--- src/pkg/rdb_pkg.sv ---
// Purpose: shared constants and types of the registered buffer link
// Assumes: one clock, mclk at 40 MHz
// Notes:   word layout is shared by controller FIFO and link drive
`default_nettype none
package rdb_pkg;
  // ****************************************
  // widths
  // ****************************************
  localparam int DATA_W     = 25;
  localparam int HALF_W     = 14;
  localparam int VARB_LSB   = 11;
  localparam int CMD_W      = 29;
  localparam int FIFO_DEPTH = 16;
  localparam int ADDR_W     = 8;
  localparam int REG_W      = 32;

  // ****************************************
  // timing
  // ****************************************
  localparam int CLK_PERIOD_NS = 25;
  localparam int RX_ENABLE_NS  = 200;
  // least time, rounded up to whole cycles
  localparam int RX_WAIT_CYCLES =
    (RX_ENABLE_NS + CLK_PERIOD_NS - 1) / CLK_PERIOD_NS;
  localparam int RX_CNT_W = 4;

  // ****************************************
  // command word fields
  // ****************************************
  localparam int WORD_PSEL_BIT = 25;
  localparam int WORD_SSEL_BIT = 26;
  localparam int WORD_TERM_BIT = 27;
  localparam int WORD_CKE_BIT  = 28;

  // ****************************************
  // controller register map
  // ****************************************
  localparam logic [ADDR_W-1:0] OFS_CTRL   = 8'h00;
  localparam logic [ADDR_W-1:0] OFS_DATA   = 8'h04;
  localparam logic [ADDR_W-1:0] OFS_STATUS = 8'h08;
  localparam logic [ADDR_W-1:0] OFS_IDLE   = 8'h0C;
  localparam logic [ADDR_W-1:0] OFS_OBS_A  = 8'h10;
  localparam logic [ADDR_W-1:0] OFS_OBS_B  = 8'h14;

  localparam int CTRL_RUN_BIT     = 0;
  localparam int CTRL_WIDTH_BIT   = 1;
  localparam int CTRL_VARIANT_BIT = 2;
  localparam int CTRL_RELEASE_BIT = 3;

  localparam int STAT_EMPTY_BIT = 0;
  localparam int STAT_FULL_BIT  = 1;
  localparam int STAT_DROP_LSB  = 8;
  localparam int DROP_W         = 8;

  localparam logic [3:0]       CTRL_RESET = 4'h0;
  localparam logic [CMD_W-1:0] IDLE_RESET = 29'h06000000;

  // ****************************************
  // buffer state
  // ****************************************
  typedef struct packed {
    logic [RX_CNT_W-1:0] rxWait;
    logic [DATA_W-1:0]   outA;
    logic [HALF_W-1:0]   outB;
    logic                selA;
    logic                selB;
    logic                termA;
    logic                termB;
    logic                ckeA;
    logic                ckeB;
  } rdb_buf_state_t;
endpackage
`default_nettype wire

--- src/pkg/rdb_link_if.sv ---
// Purpose: wires between memory controller and registered buffer
// Assumes: both ends on mclk
// Notes:   no two-way pins
`timescale 1ns/1ps
`default_nettype none
interface rdb_link_if;
  logic [rdb_pkg::DATA_W-1:0] gatedDataInputs;
  logic                       primarySelectN;
  logic                       secondarySelectN;
  logic                       terminationCtrlIn;
  logic                       clockEnableCtrlIn;
  logic                       widthModeSel;
  logic                       pinoutVariantSel;
  logic                       bufResetN;
  logic [rdb_pkg::DATA_W-1:0] registeredOutputs;
  logic [rdb_pkg::HALF_W-1:0] registeredOutputsB;
  logic                       selectCopyAOut;
  logic                       selectCopyBOut;
  logic                       terminationCopyAOut;
  logic                       terminationCopyBOut;
  logic                       ckeCopyAOut;
  logic                       ckeCopyBOut;

  modport dev (
    input  gatedDataInputs, primarySelectN, secondarySelectN,
           terminationCtrlIn, clockEnableCtrlIn, widthModeSel,
           pinoutVariantSel, bufResetN,
    output registeredOutputs, registeredOutputsB, selectCopyAOut,
           selectCopyBOut, terminationCopyAOut, terminationCopyBOut,
           ckeCopyAOut, ckeCopyBOut
  );
  modport ctl (
    output gatedDataInputs, primarySelectN, secondarySelectN,
           terminationCtrlIn, clockEnableCtrlIn, widthModeSel,
           pinoutVariantSel, bufResetN,
    input  registeredOutputs, registeredOutputsB, selectCopyAOut,
           selectCopyBOut, terminationCopyAOut, terminationCopyBOut,
           ckeCopyAOut, ckeCopyBOut
  );
endinterface
`default_nettype wire

--- src/hdl/rdb_controller.sv ---
// Purpose: memory controller end, queues command words onto the link
// Assumes: software port on mclk, read data one cycle after strobe
// Notes:   FIFO full refuses writes and counts them
//
// The address-and-strobe port and the address map were left to the implementer.
`timescale 1ns/1ps
`default_nettype none
module rdb_fifo #(
  parameter int WIDTH = 29,
  parameter int DEPTH = 16
) (
  // clock, reset, enable
  input  wire logic             mclk,
  input  wire logic             arst_n,
  input  wire logic             ce,
  // fill side
  input  wire logic             inValid,
  output logic                  inReady,
  input  wire logic [WIDTH-1:0] inData,
  // drain side
  output logic                  outValid,
  input  wire logic             outReady,
  output logic      [WIDTH-1:0] outData
);
  localparam int PW = $clog2(DEPTH);
  typedef struct packed {
    logic [DEPTH-1:0][WIDTH-1:0] mem;
    logic [PW:0]                 wrPtr;
    logic [PW:0]                 rdPtr;
  } rdb_fifo_state_t;
  rdb_fifo_state_t st;
  rdb_fifo_state_t next_st;
  logic            empty;
  logic            full;

  assign empty = (st.wrPtr == st.rdPtr);
  assign full  = (st.wrPtr[PW] != st.rdPtr[PW]) &&
                 (st.wrPtr[PW-1:0] == st.rdPtr[PW-1:0]);
  // ready and valid are forced low while the clock enable is low
  assign inReady  = ce & ~full;
  assign outValid = ce & ~empty;
  assign outData  = st.mem[st.rdPtr[PW-1:0]];

  always_comb begin
    next_st = st;
    if (inValid && inReady) begin
      next_st.mem[st.wrPtr[PW-1:0]] = inData;
      next_st.wrPtr = st.wrPtr + 1'b1;
    end
    if (outValid && outReady) begin
      next_st.rdPtr = st.rdPtr + 1'b1;
    end
  end

  always_ff @(posedge mclk or negedge arst_n) begin
    if (!arst_n) begin
      st <= '0;
    end else begin
      st <= next_st;
    end
  end
endmodule

module rdb_controller (
  // clock, reset, enable
  input  wire logic                         mclk,
  input  wire logic                         arst_n,
  input  wire logic                         ce,
  // software register port
  input  wire logic [rdb_pkg::ADDR_W-1:0]   regAddr,
  input  wire logic [rdb_pkg::REG_W-1:0]    regWrData,
  input  wire logic                         regWr,
  input  wire logic                         regRd,
  output logic      [rdb_pkg::REG_W-1:0]    regRdData,
  // link to the buffer
  rdb_link_if.ctl                           link
);
  // ****************************************
  // state
  // ****************************************
  typedef struct packed {
    logic [3:0]                  ctrl;
    logic [rdb_pkg::CMD_W-1:0]   idle;
    logic [rdb_pkg::DROP_W-1:0]  drops;
    logic [rdb_pkg::REG_W-1:0]   rdData;
    logic [rdb_pkg::CMD_W-1:0]   word;
    logic                        width;
    logic                        variant;
    logic                        bufResetN;
  } rdb_ctl_state_t;
  rdb_ctl_state_t st;
  rdb_ctl_state_t next_st;

  logic                      pushValid;
  logic                      pushReady;
  logic                      popValid;
  logic                      popReady;
  logic [rdb_pkg::CMD_W-1:0] popData;

  assign pushValid = regWr && (regAddr == rdb_pkg::OFS_DATA);
  // drain stalls unless running, so the queue can really fill
  assign popReady  = st.ctrl[rdb_pkg::CTRL_RUN_BIT];

  rdb_fifo #(
    .WIDTH (rdb_pkg::CMD_W),
    .DEPTH (rdb_pkg::FIFO_DEPTH)
  ) u_fifo (
    .mclk     (mclk),
    .arst_n   (arst_n),
    .ce       (ce),
    .inValid  (pushValid),
    .inReady  (pushReady),
    .inData   (regWrData[rdb_pkg::CMD_W-1:0]),
    .outValid (popValid),
    .outReady (popReady),
    .outData  (popData)
  );

  // ****************************************
  // next state
  // ****************************************
  always_comb begin
    next_st = st;
    if (regWr && (regAddr == rdb_pkg::OFS_CTRL)) begin
      next_st.ctrl = regWrData[3:0];
    end
    if (regWr && (regAddr == rdb_pkg::OFS_IDLE)) begin
      next_st.idle = regWrData[rdb_pkg::CMD_W-1:0];
    end
    if (pushValid && !pushReady && (st.drops != '1)) begin
      next_st.drops = st.drops + 1'b1;
    end
    next_st.rdData = '0;
    if (regRd) begin
      unique case (regAddr)
        rdb_pkg::OFS_CTRL:   next_st.rdData[3:0] = st.ctrl;
        rdb_pkg::OFS_IDLE:   next_st.rdData[rdb_pkg::CMD_W-1:0] = st.idle;
        rdb_pkg::OFS_STATUS: begin
          next_st.rdData[rdb_pkg::STAT_EMPTY_BIT] = ~popValid;
          next_st.rdData[rdb_pkg::STAT_FULL_BIT]  = ~pushReady;
          next_st.rdData[rdb_pkg::STAT_DROP_LSB +: rdb_pkg::DROP_W] =
            st.drops;
        end
        rdb_pkg::OFS_OBS_A:
          next_st.rdData[rdb_pkg::DATA_W-1:0] = link.registeredOutputs;
        rdb_pkg::OFS_OBS_B: begin
          next_st.rdData[rdb_pkg::HALF_W-1:0] = link.registeredOutputsB;
          next_st.rdData[rdb_pkg::HALF_W +: 6] = {
            link.ckeCopyBOut, link.ckeCopyAOut,
            link.terminationCopyBOut, link.terminationCopyAOut,
            link.selectCopyBOut, link.selectCopyAOut};
        end
        default: next_st.rdData = '0;
      endcase
    end
    // an empty queue sends the idle word, selects high holds data
    next_st.word = (popValid && popReady) ? popData : st.idle;
    next_st.width = st.ctrl[rdb_pkg::CTRL_WIDTH_BIT];
    // variant only ever driven high together with width
    next_st.variant = st.ctrl[rdb_pkg::CTRL_VARIANT_BIT] &
                      st.ctrl[rdb_pkg::CTRL_WIDTH_BIT];
    // buffer stays in reset until software releases it
    next_st.bufResetN = st.ctrl[rdb_pkg::CTRL_RELEASE_BIT];
  end

  always_ff @(posedge mclk or negedge arst_n) begin
    if (!arst_n) begin
      st      <= '0;
      st.ctrl <= rdb_pkg::CTRL_RESET;
      st.idle <= rdb_pkg::IDLE_RESET;
      // link idles with both selects high from the very start
      st.word <= rdb_pkg::IDLE_RESET;
    end else if (ce) begin
      st <= next_st;
    end
  end

  // ****************************************
  // outputs, all from flops and always defined
  // ****************************************
  assign regRdData              = st.rdData;
  assign link.gatedDataInputs   = st.word[rdb_pkg::DATA_W-1:0];
  assign link.primarySelectN    = st.word[rdb_pkg::WORD_PSEL_BIT];
  assign link.secondarySelectN  = st.word[rdb_pkg::WORD_SSEL_BIT];
  assign link.terminationCtrlIn = st.word[rdb_pkg::WORD_TERM_BIT];
  assign link.clockEnableCtrlIn = st.word[rdb_pkg::WORD_CKE_BIT];
  assign link.widthModeSel      = st.width;
  assign link.pinoutVariantSel  = st.variant;
  assign link.bufResetN         = st.bufResetN;
endmodule
`default_nettype wire

--- src/flat_wrapper.sv ---
// flat-port wrapper written by rule: the top's interface ports become plain ports
module rdb_controller_flat 
  (mclk, arst_n, ce, regAddr, regWrData, regWr, regRd, regRdData, link_gatedDataInputs, link_primarySelectN, link_secondarySelectN, link_terminationCtrlIn, link_clockEnableCtrlIn, link_widthModeSel, link_pinoutVariantSel, link_bufResetN, link_registeredOutputs, link_registeredOutputsB, link_selectCopyAOut, link_selectCopyBOut, link_terminationCopyAOut, link_terminationCopyBOut, link_ckeCopyAOut, link_ckeCopyBOut);
  rdb_link_if link_i ();
  input  wire logic mclk;
  input  wire logic arst_n;
  input  wire logic ce;
  input  wire logic [rdb_pkg::ADDR_W-1:0] regAddr;
  input  wire logic [rdb_pkg::REG_W-1:0] regWrData;
  input  wire logic regWr;
  input  wire logic regRd;
  output logic      [rdb_pkg::REG_W-1:0] regRdData;
  output wire logic [$bits(link_i.gatedDataInputs)-1:0] link_gatedDataInputs;
  output wire logic [$bits(link_i.primarySelectN)-1:0] link_primarySelectN;
  output wire logic [$bits(link_i.secondarySelectN)-1:0] link_secondarySelectN;
  output wire logic [$bits(link_i.terminationCtrlIn)-1:0] link_terminationCtrlIn;
  output wire logic [$bits(link_i.clockEnableCtrlIn)-1:0] link_clockEnableCtrlIn;
  output wire logic [$bits(link_i.widthModeSel)-1:0] link_widthModeSel;
  output wire logic [$bits(link_i.pinoutVariantSel)-1:0] link_pinoutVariantSel;
  output wire logic [$bits(link_i.bufResetN)-1:0] link_bufResetN;
  input wire logic [$bits(link_i.registeredOutputs)-1:0] link_registeredOutputs;
  input wire logic [$bits(link_i.registeredOutputsB)-1:0] link_registeredOutputsB;
  input wire logic [$bits(link_i.selectCopyAOut)-1:0] link_selectCopyAOut;
  input wire logic [$bits(link_i.selectCopyBOut)-1:0] link_selectCopyBOut;
  input wire logic [$bits(link_i.terminationCopyAOut)-1:0] link_terminationCopyAOut;
  input wire logic [$bits(link_i.terminationCopyBOut)-1:0] link_terminationCopyBOut;
  input wire logic [$bits(link_i.ckeCopyAOut)-1:0] link_ckeCopyAOut;
  input wire logic [$bits(link_i.ckeCopyBOut)-1:0] link_ckeCopyBOut;
  assign link_gatedDataInputs = link_i.gatedDataInputs;
  assign link_primarySelectN = link_i.primarySelectN;
  assign link_secondarySelectN = link_i.secondarySelectN;
  assign link_terminationCtrlIn = link_i.terminationCtrlIn;
  assign link_clockEnableCtrlIn = link_i.clockEnableCtrlIn;
  assign link_widthModeSel = link_i.widthModeSel;
  assign link_pinoutVariantSel = link_i.pinoutVariantSel;
  assign link_bufResetN = link_i.bufResetN;
  assign link_i.registeredOutputs = link_registeredOutputs;
  assign link_i.registeredOutputsB = link_registeredOutputsB;
  assign link_i.selectCopyAOut = link_selectCopyAOut;
  assign link_i.selectCopyBOut = link_selectCopyBOut;
  assign link_i.terminationCopyAOut = link_terminationCopyAOut;
  assign link_i.terminationCopyBOut = link_terminationCopyBOut;
  assign link_i.ckeCopyAOut = link_ckeCopyAOut;
  assign link_i.ckeCopyBOut = link_ckeCopyBOut;
  rdb_controller u_core (.mclk(mclk), .arst_n(arst_n), .ce(ce), .regAddr(regAddr), .regWrData(regWrData), .regWr(regWr), .regRd(regRd), .regRdData(regRdData), .link(link_i));
endmodule
--- config.mk ---
export PLATFORM = sky130hd
export DESIGN_NAME = rdb_controller_flat
export DESIGN_NICKNAME = d
export VERILOG_FILES = /design/src/pkg/rdb_pkg.sv /design/src/pkg/rdb_link_if.sv /design/src/hdl/rdb_controller.sv /design/src/flat_wrapper.sv
export SDC_FILE = /design/constraint.sdc
export NUM_CORES = 1
export LEC_CHECK = 0
export BUFFER_PORTS_ARGS = -buffer_cell sky130_fd_sc_hd__buf_2
export CORE_MARGIN = 3
export CORE_UTILIZATION = 43
export CTS_CLUSTER_SIZE = 40
export DETAILED_ROUTE_END_ITERATION = 16
export PLACE_DENSITY_LB_ADDON = 0.08
export SLEW_MARGIN = 10
export SYNTH_ARGS = -nofsm -noshare
export SYNTH_HDL_FRONTEND = slang
export SYNTH_HIERARCHICAL = 1
export SYNTH_SLANG_ARGS = --single-unit
--- constraint.sdc ---
create_clock -name mclk -period 2.7 [get_ports mclk]
set_input_delay 0.54 -clock mclk [delete_from_list [all_inputs] [get_ports mclk]]
set_output_delay 0.54 -clock mclk [all_outputs]
set_load 0.1 [all_outputs]
# Word-level counts from Yosys, hierarchy flattened
# Index checks and enable logic that the tools add are counted.
# classes
n_addsub	3
n_lt_le_gt_ge	3
n_eq_ne	9
n_mux	14
n_bitwise	7
n_reduce_logical	14
# op_table
operator	n
464-bit bitwise mux	1
29-bit binary-select mux with 4-bit select	1
29-bit demux with 4-bit select	1
29-bit two-way mux	4
8-bit one-hot mux with 4 select lines	1
4-bit one-hot mux with 3 select lines	2
8-bit by 4-bit equality test with 1-bit output, second input constant	2
8-bit by 5-bit equality test with 1-bit output, second input constant	2
5-bit by 1-bit adder with 5-bit output, second input constant	2
4-bit by 5-bit < comparator with 1-bit output, second input constant	2
2-bit one-hot mux with 5 select lines	1
5-bit one-hot mux with 2 select lines	1
1-bit logical AND	9
8-bit by 1-bit adder with 8-bit output, second input constant	1
8-bit by 3-bit equality test with 1-bit output, second input constant	1
8-bit zero test	1
8-bit inequality test, second input constant	1
2-bit one-hot mux with 4 select lines	1
2-bit AND reduction	3
5-bit equality test	1
4-bit equality test	1
4-bit by 1-bit >= comparator with 1-bit output, second input constant	1
4-bit two-way mux	1
1-bit inverter	4
3 further kinds	5
# word_totals
reg_bits	579
in_bits	90
out_inout_bits	64

# Depth between registers and ports, before layout
# Gate-level depths: netlist (run 1).
# logic_depth
ltp_word	8
ltp_mapped	10
ltp_nobuf	7

# Modules after synthesis
# Netlist (run 1), hierarchy kept.
# by_module_without_submodules
mod	n_inst	cells_per_inst	area_per_inst_um2	seq_area_each_um2
rdb_fifo	1	1614	21966.1	11861.4
rdb_controller	1	489	5311.3	2557.5

# Worst setup path after synthesis (run 1)
# OpenSTA, ideal clock, no wires.
# synth_timing
path_kind	in2reg
start	input port regAddr[2] (netlist bit)
end	register u_core/u_fifo/st[117] (netlist bit)
setup_time_ns	0.125
t_arrival_ns	2.815
required_time_ns	2.575
setup_slack_ns	-0.240
stages	10
n_path_buf	4
path_cell_list	clkbuf_1 clkbuf_1 nand3_1 nor3b_1 and4bb_2 nand2_1 a21oi_2 buf_6 buf_8 mux2_2
# synth_between
elab_chain_cells	3
# synth_lines
element	line_no	source
from (decl)	flat_wrapper.sv:8	input wire logic [rdb_pkg::ADDR_W-1:0] regAddr;
8-bit by 3-bit equality test with 1-bit output	rdb_controller.sv:100	assign pushValid = regWr && (regAddr == rdb_pkg::OFS_DATA);
1-bit logical AND	rdb_controller.sv:100	
net u_core.pushValid	rdb_controller.sv:94	logic pushValid;
1-bit logical AND	rdb_controller.sv:46	if (inValid && inReady) begin
to (signal assigned)	rdb_controller.sv:59	st <= next_st;
to (decl)	rdb_controller.sv:31	rdb_fifo_state_t st;
# The timed path passes the listed nets, and every way through them passes these cells.
# A chain may end at the register's enable or synchronous reset.

# Worst setup path after layout (run 1)
# layout_timing
start	register u_core/u_fifo/st[0] (netlist bit)
end	register u_core.st, in the netlist u_core/link.terminationCtrlIn
# layout_between
word_cells_on_any_way	7
# layout_rtl
element	line_no	source
29-bit binary-select mux with 4-bit select	rdb_controller.sv:42	assign outData = st.mem[st.rdPtr[PW-1:0]];
29-bit two-way mux (implied by the code)	rdb_controller.sv:42	
net u_core.popData (one bit)	rdb_controller.sv:98	logic [rdb_pkg::CMD_W-1:0] popData;
29-bit two-way mux	rdb_controller.sv:157	next_st.word = (popValid && popReady) ? popData : st.idle;
to (signal assigned)	rdb_controller.sv:174	st <= next_st;
to (decl)	rdb_controller.sv:91	rdb_ctl_state_t st;
# The timed path passes the listed nets, and every way through them passes these cells. The select of a mux whose other input is x is not followed.

==> results of run 1 <==
## how the worst min path moves through the flow
stage / from / endpoint / cells after the start
after floorplan: arst_n / u_core/link.bufResetN$_DFFE_PN0P_ / 0
after global placement: u_core/u_fifo/st[232]$_DFFE_PN0P_ / u_core/u_fifo/st[232]$_DFFE_PN0P_ / 1
after detailed placement: u_core/u_fifo/st[146]$_DFFE_PN0P_ / u_core/u_fifo/st[146]$_DFFE_PN0P_ / 1
after CTS: link_registeredOutputs[20] / u_core/regRdData[20]$_DFFE_PN0P_ / 3
after global routing: ce / u_core/link.gatedDataInputs[1]$_DFFE_PN0P_ / 2
final: link_registeredOutputs[20] / u_core/regRdData[20]$_DFFE_PN0P_ / 3
## where the power goes
part | internal [mW] | switching, mW | leakage [nW] | total [mW]
clock network | 5.07 | 3.43 | 0.997 | 8.51
registers | 8.70 | 0.0592 | 7.97 | 8.76
logic | 0.790 | 1.47 | 4.84 | 2.26
total | 14.6 | 4.96 | 13.8 | 19.5
## through the flow
stage                     area (µm²)  hold slack [ns]   TNS, ns   util  power [mW]
final                          31200            0.221         0  0.501        19.5
after global routing           31200            0.216  -0.00310  0.501        20.2
after CTS                      31200            0.182         0  0.501        19.7
after detailed placement       29200            0.468     -7.74  0.468        11.2
after global placement         29200            0.467     -6.32  0.468        11.2
after floorplan                27300            0.244         0      -        10.4
## synthesized netlist by cell type, drive strengths merged, types with 36 or more instances
library cell  count
o2bb2ai         348
clkbuf           57
dfrtp           572
mux2i           172
inv              36
a22oi            94
nand3            38
mux4             58
nand2           167
mux2            158
buf             182
nor2             42
## flip-flops by register name, summed over array words and instances, names as in the netlist
register and cells:
u_core/u_fifo/st 474, u_core/st 38, u_core/regRdData 29, u_core/link.gatedDataInputs 25
u_core/next_st 2, u_core/link.bufResetN 1, u_core/link.clockEnableCtrlIn 1, u_core/link.pinoutVariantSel 1
u_core/link.primarySelectN 1, u_core/link.secondarySelectN 1, u_core/link.terminationCtrlIn 1, u_core/link.widthModeSel 1
u_core/popReady 1
## per-layer routing
metal | track usage | up-vias
li1 | - | 8095
met1 | 0.360 | 9615
met2 | 0.382 | 572
met3 | 0.0432 | 109
met4 | 0.0589 | 0
met5 | 0 | -
## final cells by class
type | count | area share
clock buffers | 96 | 0.0585
flip-flops and latches | 576 | 0.462
clock inverters | 14 | 0.00633
repair buffers | 269 | 0.0710
well taps | 837 | 0.0335
inverters | 36 | 0.00433
multi-input cells | 1254 | 0.364
diodes | 2 | 0.000160
## kinds of logic (layout without fill, tap and decap cells)
family          after synthesis  after routing  share of synthesized area
compound gates              555            555                      0.175
xor+xnor                     16             16                    0.00541
fa+ha+maj                     6              6                    0.00275
buf+inv                     275            415                     0.0591
flops                       576            576                      0.529
mux                         388            388                      0.183
other cells                   1              5                   0.000137
simple gates                286            286                     0.0458
## worst max-delay path, cell delays in order (launching register included)
cell and delay, ns:
dfrtp_4 0.50, buf_12 0.48, mux4_2 0.60, a22oi_1 0.17, nand2_1 0.21, mux2i_1 0.25
a21oi_1 0.10
## what timing repair did
item                                    4_1_cts  5_1_grt
endpoints found under the setup margin        0        3
resized for setup                             0        2
setup buffers                                 0        1
hold buffers                                  1        0
endpoints found under the hold margin        44        0
==> results.md, run 1 <==
- Worst path required time: ~3.2 ns
- Fillers: roughly 5400
- HPWL after DPL: 51.9 mm
- Synth top area cells: dfrtp_1, o2bb2ai_1, mux2i_1
- CTS tree: built
- Vias: between 15000 and 20000
- I/O pin cnt: roughly 150
- Clock tree buffer depth: 3
- Worst IR Drop VDD: between 0.5 and 0.6 mV
- Routability cong.: 0.814
- Critical path endpoint: u_core/link.terminationCtrlIn$_DFFE_PN0P_
- Final period util: 0.945
- Register bit total from synthesis: between 500 and 600
- Largest net degree at the start of global routing: 85
- Max Used Layer: met4
- Final Routed Wirelength: a little over 80 mm
- Syn_area_per_cell: ~13 µm²
- Slew @ Worst Pin: between 0.7 and 0.8 ns
- Reg2Reg Depth: 6
- Peak Freq: 392 MHz
- Max-slew headroom: 0.522
- Routed met3 length: roughly 4.7 mm
- Post-Syn Area: 27300 µm²
- Inserted Clock Buffers: 60
- Final Worst Setup Slack: approximately 0.15 ns
- Vias per cell: ~6.0
- Final Setup Violations: 0
- Area of the multi-input gates: around 11000 µm²
- Critical path startpoint category: flop
- Commonest non-fill, non-tap cells in the layout: dfrtp_1, o2bb2ai_1, mux2i_1
- Antenna Nets Post-Route: 0
- Die W: roughly 260 µm
- R2r setup slk: about 0.15 ns
- Leakage dissipation: roughly 14 nW
- DRC violations left: 0
- Status: completed
- Wire per inst: approximately 27 µm
- Worst r2r src: u_core/u_fifo/st[0]$_DFFE_PN0P_
- Area leader, netlist: dfrtp_1
- Critical Path Fanout Max: 77
- Count of input and output buffers: about 150
- Async SR Flop Fraction: 1.00
- Finished Layout Cells: roughly 3000
- Library cells used by synthesis: 57
- Clock skew: about 0.018 ns
- Commonest non-fill, non-tap cell in the layout: dfrtp_1
- P&R area growth vs syn: 14.5%
- Initial Util: 0.438
- Syn Inst Count: between 2000 and 2500
- First-pass GRT wire length: ~120 mm
- CTS root buf: clkbuf_16
- Post-layout net count: roughly 2300
- Clk Latency, worst-skew pair: ~0.62 ns
- Yosys warns: 6
- Post-layout min period: roughly 2.6 ns
- RSZ-0062 raised after global routing: yes
- Dpl cells: 2970
- CP endpoint kind: flop
- Fin. Hold Viols: 0
- GRT Total Usage: 0.246
- PwrDens: ~630 nW/µm²
- Worst-path clk slew: approximately 0.070 ns
- Vias in the first global route: ~19000
- Met1 wire length: 38.5 mm
- Worst min path class: input pin to flop
- TritonRoute pass-1 iters: 5
- Register area: approximately 14000 µm²
- Initial DRC Count: about 1400
- Row Count: 91
- Clock Sinks: about 580
- Final global-route overflow total: 0
- Post-synthesis sequential area ratio: 0.529
- Met2 WL: between 30 and 40 mm
- Place WS: -0.0852 ns
- Core area: between 60000 and 70000 µm²
- Critical Path AT: around 3 ns
- Initial antenna violation count: 6
- Fin. max-slew vios: 0
- Die height: roughly 260 µm
- Top_reg_cell synth: dfrtp_1
- Die area: 66500 µm²
- Top cell type's share of synthesized area: 0.525
- Reg2reg end: u_core/link.terminationCtrlIn$_DFFE_PN0P_
- H-tree depth: 2
- CP Launch Point: u_core/u_fifo/st[0]$_DFFE_PN0P_
- Max cap viols: 0
- Share of cells above drive strength 1: 0.288
- Crit Path Class: flop to flop
- Number of enable flip-flop cells after synthesis: 0
Note: power is estimated with default switching activity, not from simulation.
==> inputs of run 2 (changes only) <==
- ABC_AREA: default -> 1
==> results.md, run 2 <==
- Place WS: 0.231 ns (+0.316 ns)
- Area leader, netlist: dfrtp_1
- Final global-route overflow total: 0 (unchanged)
- Vias: 24603 (+34%)
- Worst path cell trace: inv_4, buf_4, o21ai_0, o22ai_1, nand2_1, nand2_1, nand2_1, o21ai_1, nand2_1, a21oi_1
- Leakage dissipation: 17.0 nW (+23%)
- CTS root buf: clkbuf_16
- Row Count: 93 (+2.2%)
- Crit Path Class: flop to flop
- Fin. Hold Viols: 0 (unchanged)
- Final Worst Setup Slack: 0.239 ns (+0.0900 ns)
- Post-layout net count: 3854 (+68%)
- P&R area growth vs syn: 11.4%
- HPWL after DPL: 57.1 mm (+9.9%)
- Clock tree buffer depth: 3 (unchanged)
- H-tree depth: 3 (+1)
- Register bit total from synthesis: 576 (unchanged)
- Worst hold slack: 0.288 ns (+0.0664 ns)
- Async SR Flop Fraction: 1.00 (unchanged)
- Critical Path AT: 2.97 ns (-0.06 ns)
- Inserted Clock Buffers: 67 (+12%)
- Status: completed
- Slew @ Worst Pin: 0.834 ns (+0.123 ns)
- Share of cells above drive strength 1: 0.123 (-0.165)
- Routability cong.: 0.841 (+3.3%)
- Worst path required time: 3.21 ns (+0.03 ns)
- Top_reg_cell synth: dfrtp_1
- Commonest non-fill, non-tap cells in the layout: nand2_1, dfrtp_1, nor2_1
- Antenna Nets Post-Route: 0 (unchanged)
- Syn_area_per_cell: 7.56 µm² (-42%)
- Max-slew headroom: 0.444 (-0.0786)
- Vias per cell: 5.28 (-12%)
- Fin area: 31900 µm² (+2.1%)
- Initial DRC Count: 2384 (+65%)
- Reg with most FFs: u_core/u_fifo/st
- Max FFs per register: 474 (unchanged)
- Critical Path Fanout Max: 23 (-70%)
- Critical path startpoint category: flop
- Top cell type's share of synthesized area: 0.500 (-0.0245)
- Core area: 65200 µm² (+4.6%)
- Clock Sinks: 576 (unchanged)
- Fin. max-slew vios: 0 (unchanged)
- First-pass GRT wire length: 142 mm (+15%)
- Setup bufs post-CTS: 0 (unchanged)
- CP endpoint kind: flop
- Vias in the first global route: 23595 (+23%)
- TritonRoute pass-1 iters: 5 (unchanged)
- Number of enable flip-flop cells after synthesis: 0 (unchanged)
- Worst min path class: input pin to flop
- Most frequent CP cell: nand2_1
- Initial Util: 0.439 (+0.00118)
- Post-synthesis sequential area ratio: 0.504 (-0.0247)
- RSZ-0062 raised after global routing: no
- Final Routed Wirelength: 90.8 mm (+11%)
- Clock skew: 0.0219 ns (+0.00433 ns)
- CP Buf/Inv Count: 2 (+1)
- Final Setup Violations: 0 (unchanged)
- CP peak stage delay: 0.60 ns (about the same)
- Worst IR Drop VDD: 0.334 mV (-38%)
- GRT Total Usage: 0.258 (+0.0126)
- Initial antenna violation count: 0 (-6)
- Library cells used by synthesis: 38 (-33%)
- Peak Freq: 406 MHz (+3.7%)
- I/O pin cnt: 154 (unchanged)
- CTS tree: built
- Clk Latency, worst-skew pair: 0.60 ns (-0.02 ns)
- Max cap viols: 0 (unchanged)
- Wire per inst: 19.5 µm (-27%)
- Post-Syn Area: 28600 µm² (+4.9%)
- Placed Area: 29700 µm² (+1.7%)
- Most common library cells after synthesis: nand2_1, dfrtp_1, nor2_1, o21ai_0, clkbuf_1
- Yosys warns: 6 (unchanged)
- Post-layout min period: 2.46 ns (-0.0900 ns)
- Synth top area cells: dfrtp_1, nand2_1, o21ai_0
- Largest net degree at the start of global routing: 68 (-20%)
- Diode count: 0 (-2)
- PwrDens: 670 nW/µm² (+7.1%)
- Die W: 264 µm (+2.4%)
- Die height: 264 µm (+2.4%)
- Final period util: 0.911 (-0.0333)
- Top Family by Delay on Critical Path: compound AO/OA/AOI/OAI gates
- Slowest-stage cell, CP: dfrtp_4
- Commonest non-fill, non-tap cell in the layout: nand2_1
- Worst-path clk slew: 0.06 ns (about the same)
- Setup TNS: 0 ns (unchanged)
- Syn Inst Count: 3785 (+80%)
- Tot Pwr: 21.4 mW (+9.4%)
- Most common cell in the netlist: nand2_1
- Count of input and output buffers: 147 (unchanged)
- DRC violations left: 0 (unchanged)
- Die area: 69700 µm² (+4.8%)
[run 2: changes by cell type after synthesis, sizes merged, moves of 33 or more]
cell,before,now
clkbuf,57,146
nand2,167,1721
inv,36,81
a22oi,94,0
o21ai,5,336
mux4,58,0
o22ai,29,87
o2bb2ai,348,0
mux2,158,0
a21oi,34,67
nor2,42,368
nand3,38,125
mux2i,172,0
[run 2: metrics by stage]
step	cells	utilization
after floorplan	3787	-
after global placement	4543	0.455
after detailed placement	4543	0.455
after CTS	4662	0.489
after global routing	4662	0.489
final	4662	0.489
[run 2: area by class of cell]
cell class	count	area, µm²
multi-input cells	2775	11900
clock buffers	97	1970
flip-flops and latches	576	14400
clock inverters	21	240
fillers	6460	33300
inverters	83	323
well taps	855	1070
repair buffers	255	1970
[run 2: final timing paths]
kind                                                       from                                     endpoint  slack (ns)  depth (start not counted)
min reg2reg                u_core/link.widthModeSel$_DFFE_PN0P_         u_core/link.widthModeSel$_DFFE_PN0P_        0.46                          2
max in group asynchronous                                arst_n            u_core/u_fifo/st[322]$_DFFE_PN0P_        1.42                          3
max reg2reg                     u_core/u_fifo/st[1]$_DFFE_PN0P_  u_core/link.gatedDataInputs[22]$_DFFE_PN0P_        0.24                         10
min in group asynchronous                                arst_n                    u_core/st[66]$_DFFE_PN0P_        0.45                          2
min                                   link_registeredOutputs[7]              u_core/regRdData[7]$_DFFE_PN0P_        0.29                          5
max                             u_core/u_fifo/st[1]$_DFFE_PN0P_  u_core/link.gatedDataInputs[22]$_DFFE_PN0P_        0.24                         10
[run 2: power by group]
group,internal [mW],switching (mW)
Sequential,8.70,0.0772
Combinational,0.981,2.38
Clock,5.54,3.69
[run 2: logic make-up (layout without fill, tap and decap cells)]
logic type	count (synthesis)	after routing	synth area share
AOI/OAI and AO/OA	495	495	0.0921
DFF	576	576	0.504
adders and majority gates	6	6	0.00262
buffers and inverters	436	456	0.0815
other	1	3	0.000131
and+or+nand+nor	2262	2262	0.317
xor gates and xnor gates	9	9	0.00275
[run 2: worst reg2reg max path, cell delays in order, from the launching register on]
cell and delay, ns:
dfrtp_4 0.60, inv_4 0.25, buf_4 0.35, o21ai_0 0.17, o22ai_1 0.16, nand2_1 0.10
nand2_1 0.11, nand2_1 0.15, o21ai_1 0.24, nand2_1 0.10, a21oi_1 0.15
[run 2: layer usage]
metal | track usage | part of all wire | up-vias
met5 | 0 | 0 | -
met4 | 0.0621 | 0.018 | 0
met3 | 0.0374 | 0.061 | 116
met2 | 0.406 | 0.45 | 736
li1 | - | - | 11788
met1 | 0.378 | 0.47 | 11963
[run 2: what timing repair did]
item / 4_1_cts / 5_1_grt
endpoints found under the hold margin: 35 / 0
resized for setup: 0 / 0
setup endpoints to repair: 0 / 0
hold buffers: 1 / 0
==> inputs of run 3 (changes only) <==
- GPL_TIMING_DRIVEN: default -> 0
- SKIP_CTS_REPAIR_TIMING: default -> 1
- SYNTH_HIERARCHICAL: 1 -> default
==> results.md, run 3 <==
- Vias: 24829 (+0.92%)
- Clk Latency, worst-skew pair: 0.62 ns (+0.02 ns)
- Initial antenna violation count: 2 (+2)
- RSZ-0062 raised after global routing: no
- Final Worst Setup Slack: 0.0543 ns (-0.185 ns)
- Final Setup Violations: 0 (unchanged)
- Most common library cells after synthesis: nand2_1, dfrtp_1, nor2_1, o21ai_0, clkbuf_1
- Wire per inst: 19.0 µm (-2.4%)
- Fin area: 32700 µm² (+2.5%)
- Crit Path Class: flop to flop
- Async SR Flop Fraction: 1.00 (unchanged)
- Finished Layout Cells: 4992 (+7.1%)
- Post-layout min period: 2.65 ns (+0.185 ns)
- Worst hold slack: 0.183 ns (-0.105 ns)
- CTS tree: built
- Commonest non-fill, non-tap cell in the layout: nand2_1
- Max FFs per register: 474 (unchanged)
- R2r setup slk: 0.05 ns (-0.19 ns)
- Worst hold path endpoint: u_core.regRdData[21]$_DFFE_PN0P_
- Synth top area cells: dfrtp_1, nand2_1, nor2_1
- Final Routed Wirelength: 94.9 mm (+4.5%)
- Count of input and output buffers: 118 (-20%)
- Top cell type's share of synthesized area: 0.502 (+0.00204)
- Clock tree buffer depth: 3 (unchanged)
- Dpl cells: 4870 (+7.2%)
- Antenna Nets Post-Route: 0 (unchanged)
- Post-Syn Area: 28500 µm² (-0.41%)
- Register bit total from synthesis: 576 (unchanged)
- Vias per cell: 4.97 (-5.8%)
- Final global-route overflow total: 0 (unchanged)
- Diode count: 0 (unchanged)
- Worst hold path depth: 3 (-2)
- Place WS: -0.105 ns (-0.336 ns)
- Post-layout net count: 4181 (+8.5%)
- PwrDens: 733 nW/µm² (+9.3%)
- Number of enable flip-flop cells after synthesis: 0 (unchanged)
- Slew @ Worst Pin: 1.01 ns (+0.171 ns)
- Status: completed
- Final period util: 0.980 (+0.0685)
- Largest net degree at the start of global routing: 107 (+57%)
- Worst IR Drop VDD: 0.347 mV (+3.8%)
- Leakage dissipation: 17.9 nW (+5.4%)
- Commonest non-fill, non-tap cells in the layout: nand2_1, dfrtp_1, nor2_1
- First-pass GRT wire length: 146 mm (+2.8%)
- Row Count: 93 (unchanged)
- Max-slew headroom: 0.330 (-0.114)
- Reg2Reg Depth: 9 (-1)
- Clock skew: 0.0222 ns (+0.000316 ns)
- Library cells used by synthesis: 32 (-16%)
- CP endpoint kind: flop
- Vias in the first global route: 24403 (+3.4%)
- Critical path startpoint category: flop
- Initial Util: 0.438 (-0.00100)
- Routability cong.: 0.904 (+7.5%)
- Reg2reg end: u_core.link.gatedDataInputs[3]$_DFFE_PN0P_
- Critical Path AT: 3.16 ns (+0.19 ns)
- Inserted Clock Buffers: 67 (unchanged)
- Post-synthesis sequential area ratio: 0.506 (+0.00206)
- Die W: 263 µm (-0.20%)
- H-tree depth: 3 (unchanged)
- Yosys warns: 0 (-6)
- Worst-path clk slew: 0.06 ns (about the same)
- Reg with most FFs: u_core.u_fifo.st
- Peak Freq: 378 MHz (-7.0%)
- Top_reg_cell synth: dfrtp_1
- Worst r2r src: u_core.u_fifo.st[0]$_DFFE_PN0N_
- Setup TNS: 0 ns (unchanged)
- Clock Sinks: 576 (unchanged)
- Initial DRC Count: 2291 (-3.9%)
- P&R area growth vs syn: 14.6%
- Core area: 65000 µm² (-0.18%)
- Fin. Hold Viols: 0 (unchanged)
- Area leader, netlist: dfrtp_1
- Share of cells above drive strength 1: 0.111 (-0.0112)
- Syn Inst Count: 3889 (+2.7%)
- GRT Total Usage: 0.273 (+0.0147)
- Die area: 69400 µm² (-0.40%)
- DRC violations left: 0 (unchanged)
- Syn_area_per_cell: 7.33 µm² (-3.1%)
- Critical Path Fanout Max: 10 (-57%)
- Placed Area: 30300 µm² (+2.3%)
- HPWL after DPL: 69.7 mm (+22%)
- Fin. max-slew vios: 0 (unchanged)
- Worst min path class: input pin to flop
- CTS root buf: clkbuf_16
- Worst Hold Launch: link_registeredOutputs[21]
- Max cap viols: 0 (unchanged)
- Die height: 263 µm (-0.20%)
- Worst path required time: 3.21 ns (about the same)
- I/O pin cnt: 154 (unchanged)
- TritonRoute pass-1 iters: 6 (+1)
- Most common cell in the netlist: nand2_1
run 3: cell count changes after synthesis, sizes merged, moves of 15 or more:
| cell | change |
|---|---|
| clkbuf | -15 |
| inv | +33 |
| nand2 | +173 |
| nand3 | -38 |
| nand4 | -31 |
| nor2 | +83 |
| o211ai | +45 |
| o21ai | -43 |
| o22ai | -87 |
run 3: logic make-up (layout without fill, tap and decap cells):
| family | Yosys count | after routing | synth area share |
|---|---|---|---|
| fa+ha+maj | 6 | 6 | 0.00263 |
| compound gates | 396 | 396 | 0.0735 |
| flops | 576 | 576 | 0.506 |
| simple gates | 2439 | 2439 | 0.331 |
| xor+xnor | 13 | 13 | 0.00400 |
| mux | 8 | 8 | 0.00316 |
| other cells | 1 | 3 | 0.000132 |
| buf+inv | 450 | 696 | 0.0796 |
run 3: metrics by stage:
step                utilization  power (mW)
floorplan                     -        12.3
global placement          0.464        14.6
detailed placement        0.466        14.6
CTS                       0.501        24.0
global route              0.502        24.9
finish                    0.502        23.9
run 3: worst max path at each step:
| stage | cells after the start | to | startpoint | slack [ns] |
|---|---|---|---|---|
| after floorplan | 12 | u_core.u_fifo.st[233]$_DFFE_PN0P_ | regAddr[7] | 0.87 |
| after global placement | 1 | u_core.u_fifo.st[180]$_DFFE_PN0P_ | arst_n | -11.52 |
| after detailed placement | 12 | u_core.link.gatedDataInputs[16]$_DFFE_PN0P_ | u_core.u_fifo.st[0]$_DFFE_PN0N_ | -0.11 |
| after CTS | 12 | u_core.link.gatedDataInputs[16]$_DFFE_PN0P_ | u_core.u_fifo.st[0]$_DFFE_PN0N_ | -0.17 |
| after global routing | 12 | u_core.link.gatedDataInputs[5]$_DFFE_PN0P_ | u_core.u_fifo.st[0]$_DFFE_PN0N_ | 0.01 |
| final | 9 | u_core.link.gatedDataInputs[3]$_DFFE_PN0P_ | u_core.u_fifo.st[0]$_DFFE_PN0N_ | 0.05 |
run 3: power by group:
group | switching, mW | leakage, nW | internal (mW)
logic | 4.33 | 8.92 | 1.46
clock network | 3.77 | 1.12 | 5.62
registers | 0.0507 | 7.83 | 8.72
run 3: per-layer routing:
metal,routed length (µm),vias to the layer above,global-route usage,part of all wire
li1,-,12321,-,-
met1,43400,11661,0.379,0.46
met2,43300,723,0.440,0.46
met3,5840,124,0.0460,0.061
met4,2340,0,0.0814,0.025
met5,0,-,0,0
run 3: area by class of cell:
class | count | area (µm²)
Fill cell | 6545 | 32400
Sequential cell | 576 | 14400
Multi-Input combinational cell | 2865 | 11800
Clock buffer | 102 | 2040
Buffer | 333 | 1850
Tap cell | 855 | 1070
Timing Repair Buffer | 125 | 776
Inverter | 117 | 442
Clock inverter | 19 | 235
run 3: critical path, cell delays in order, from the launching register on:
cell and delay (ns):
dfrtp_1 0.39, buf_4 0.20, inv_4 0.15, clkbuf_4 0.26
clkbuf_4 0.29, clkbuf_4 0.28, nor2_1 0.06, o211ai_1 0.31
nand3_1 0.33, a21oi_1 0.25
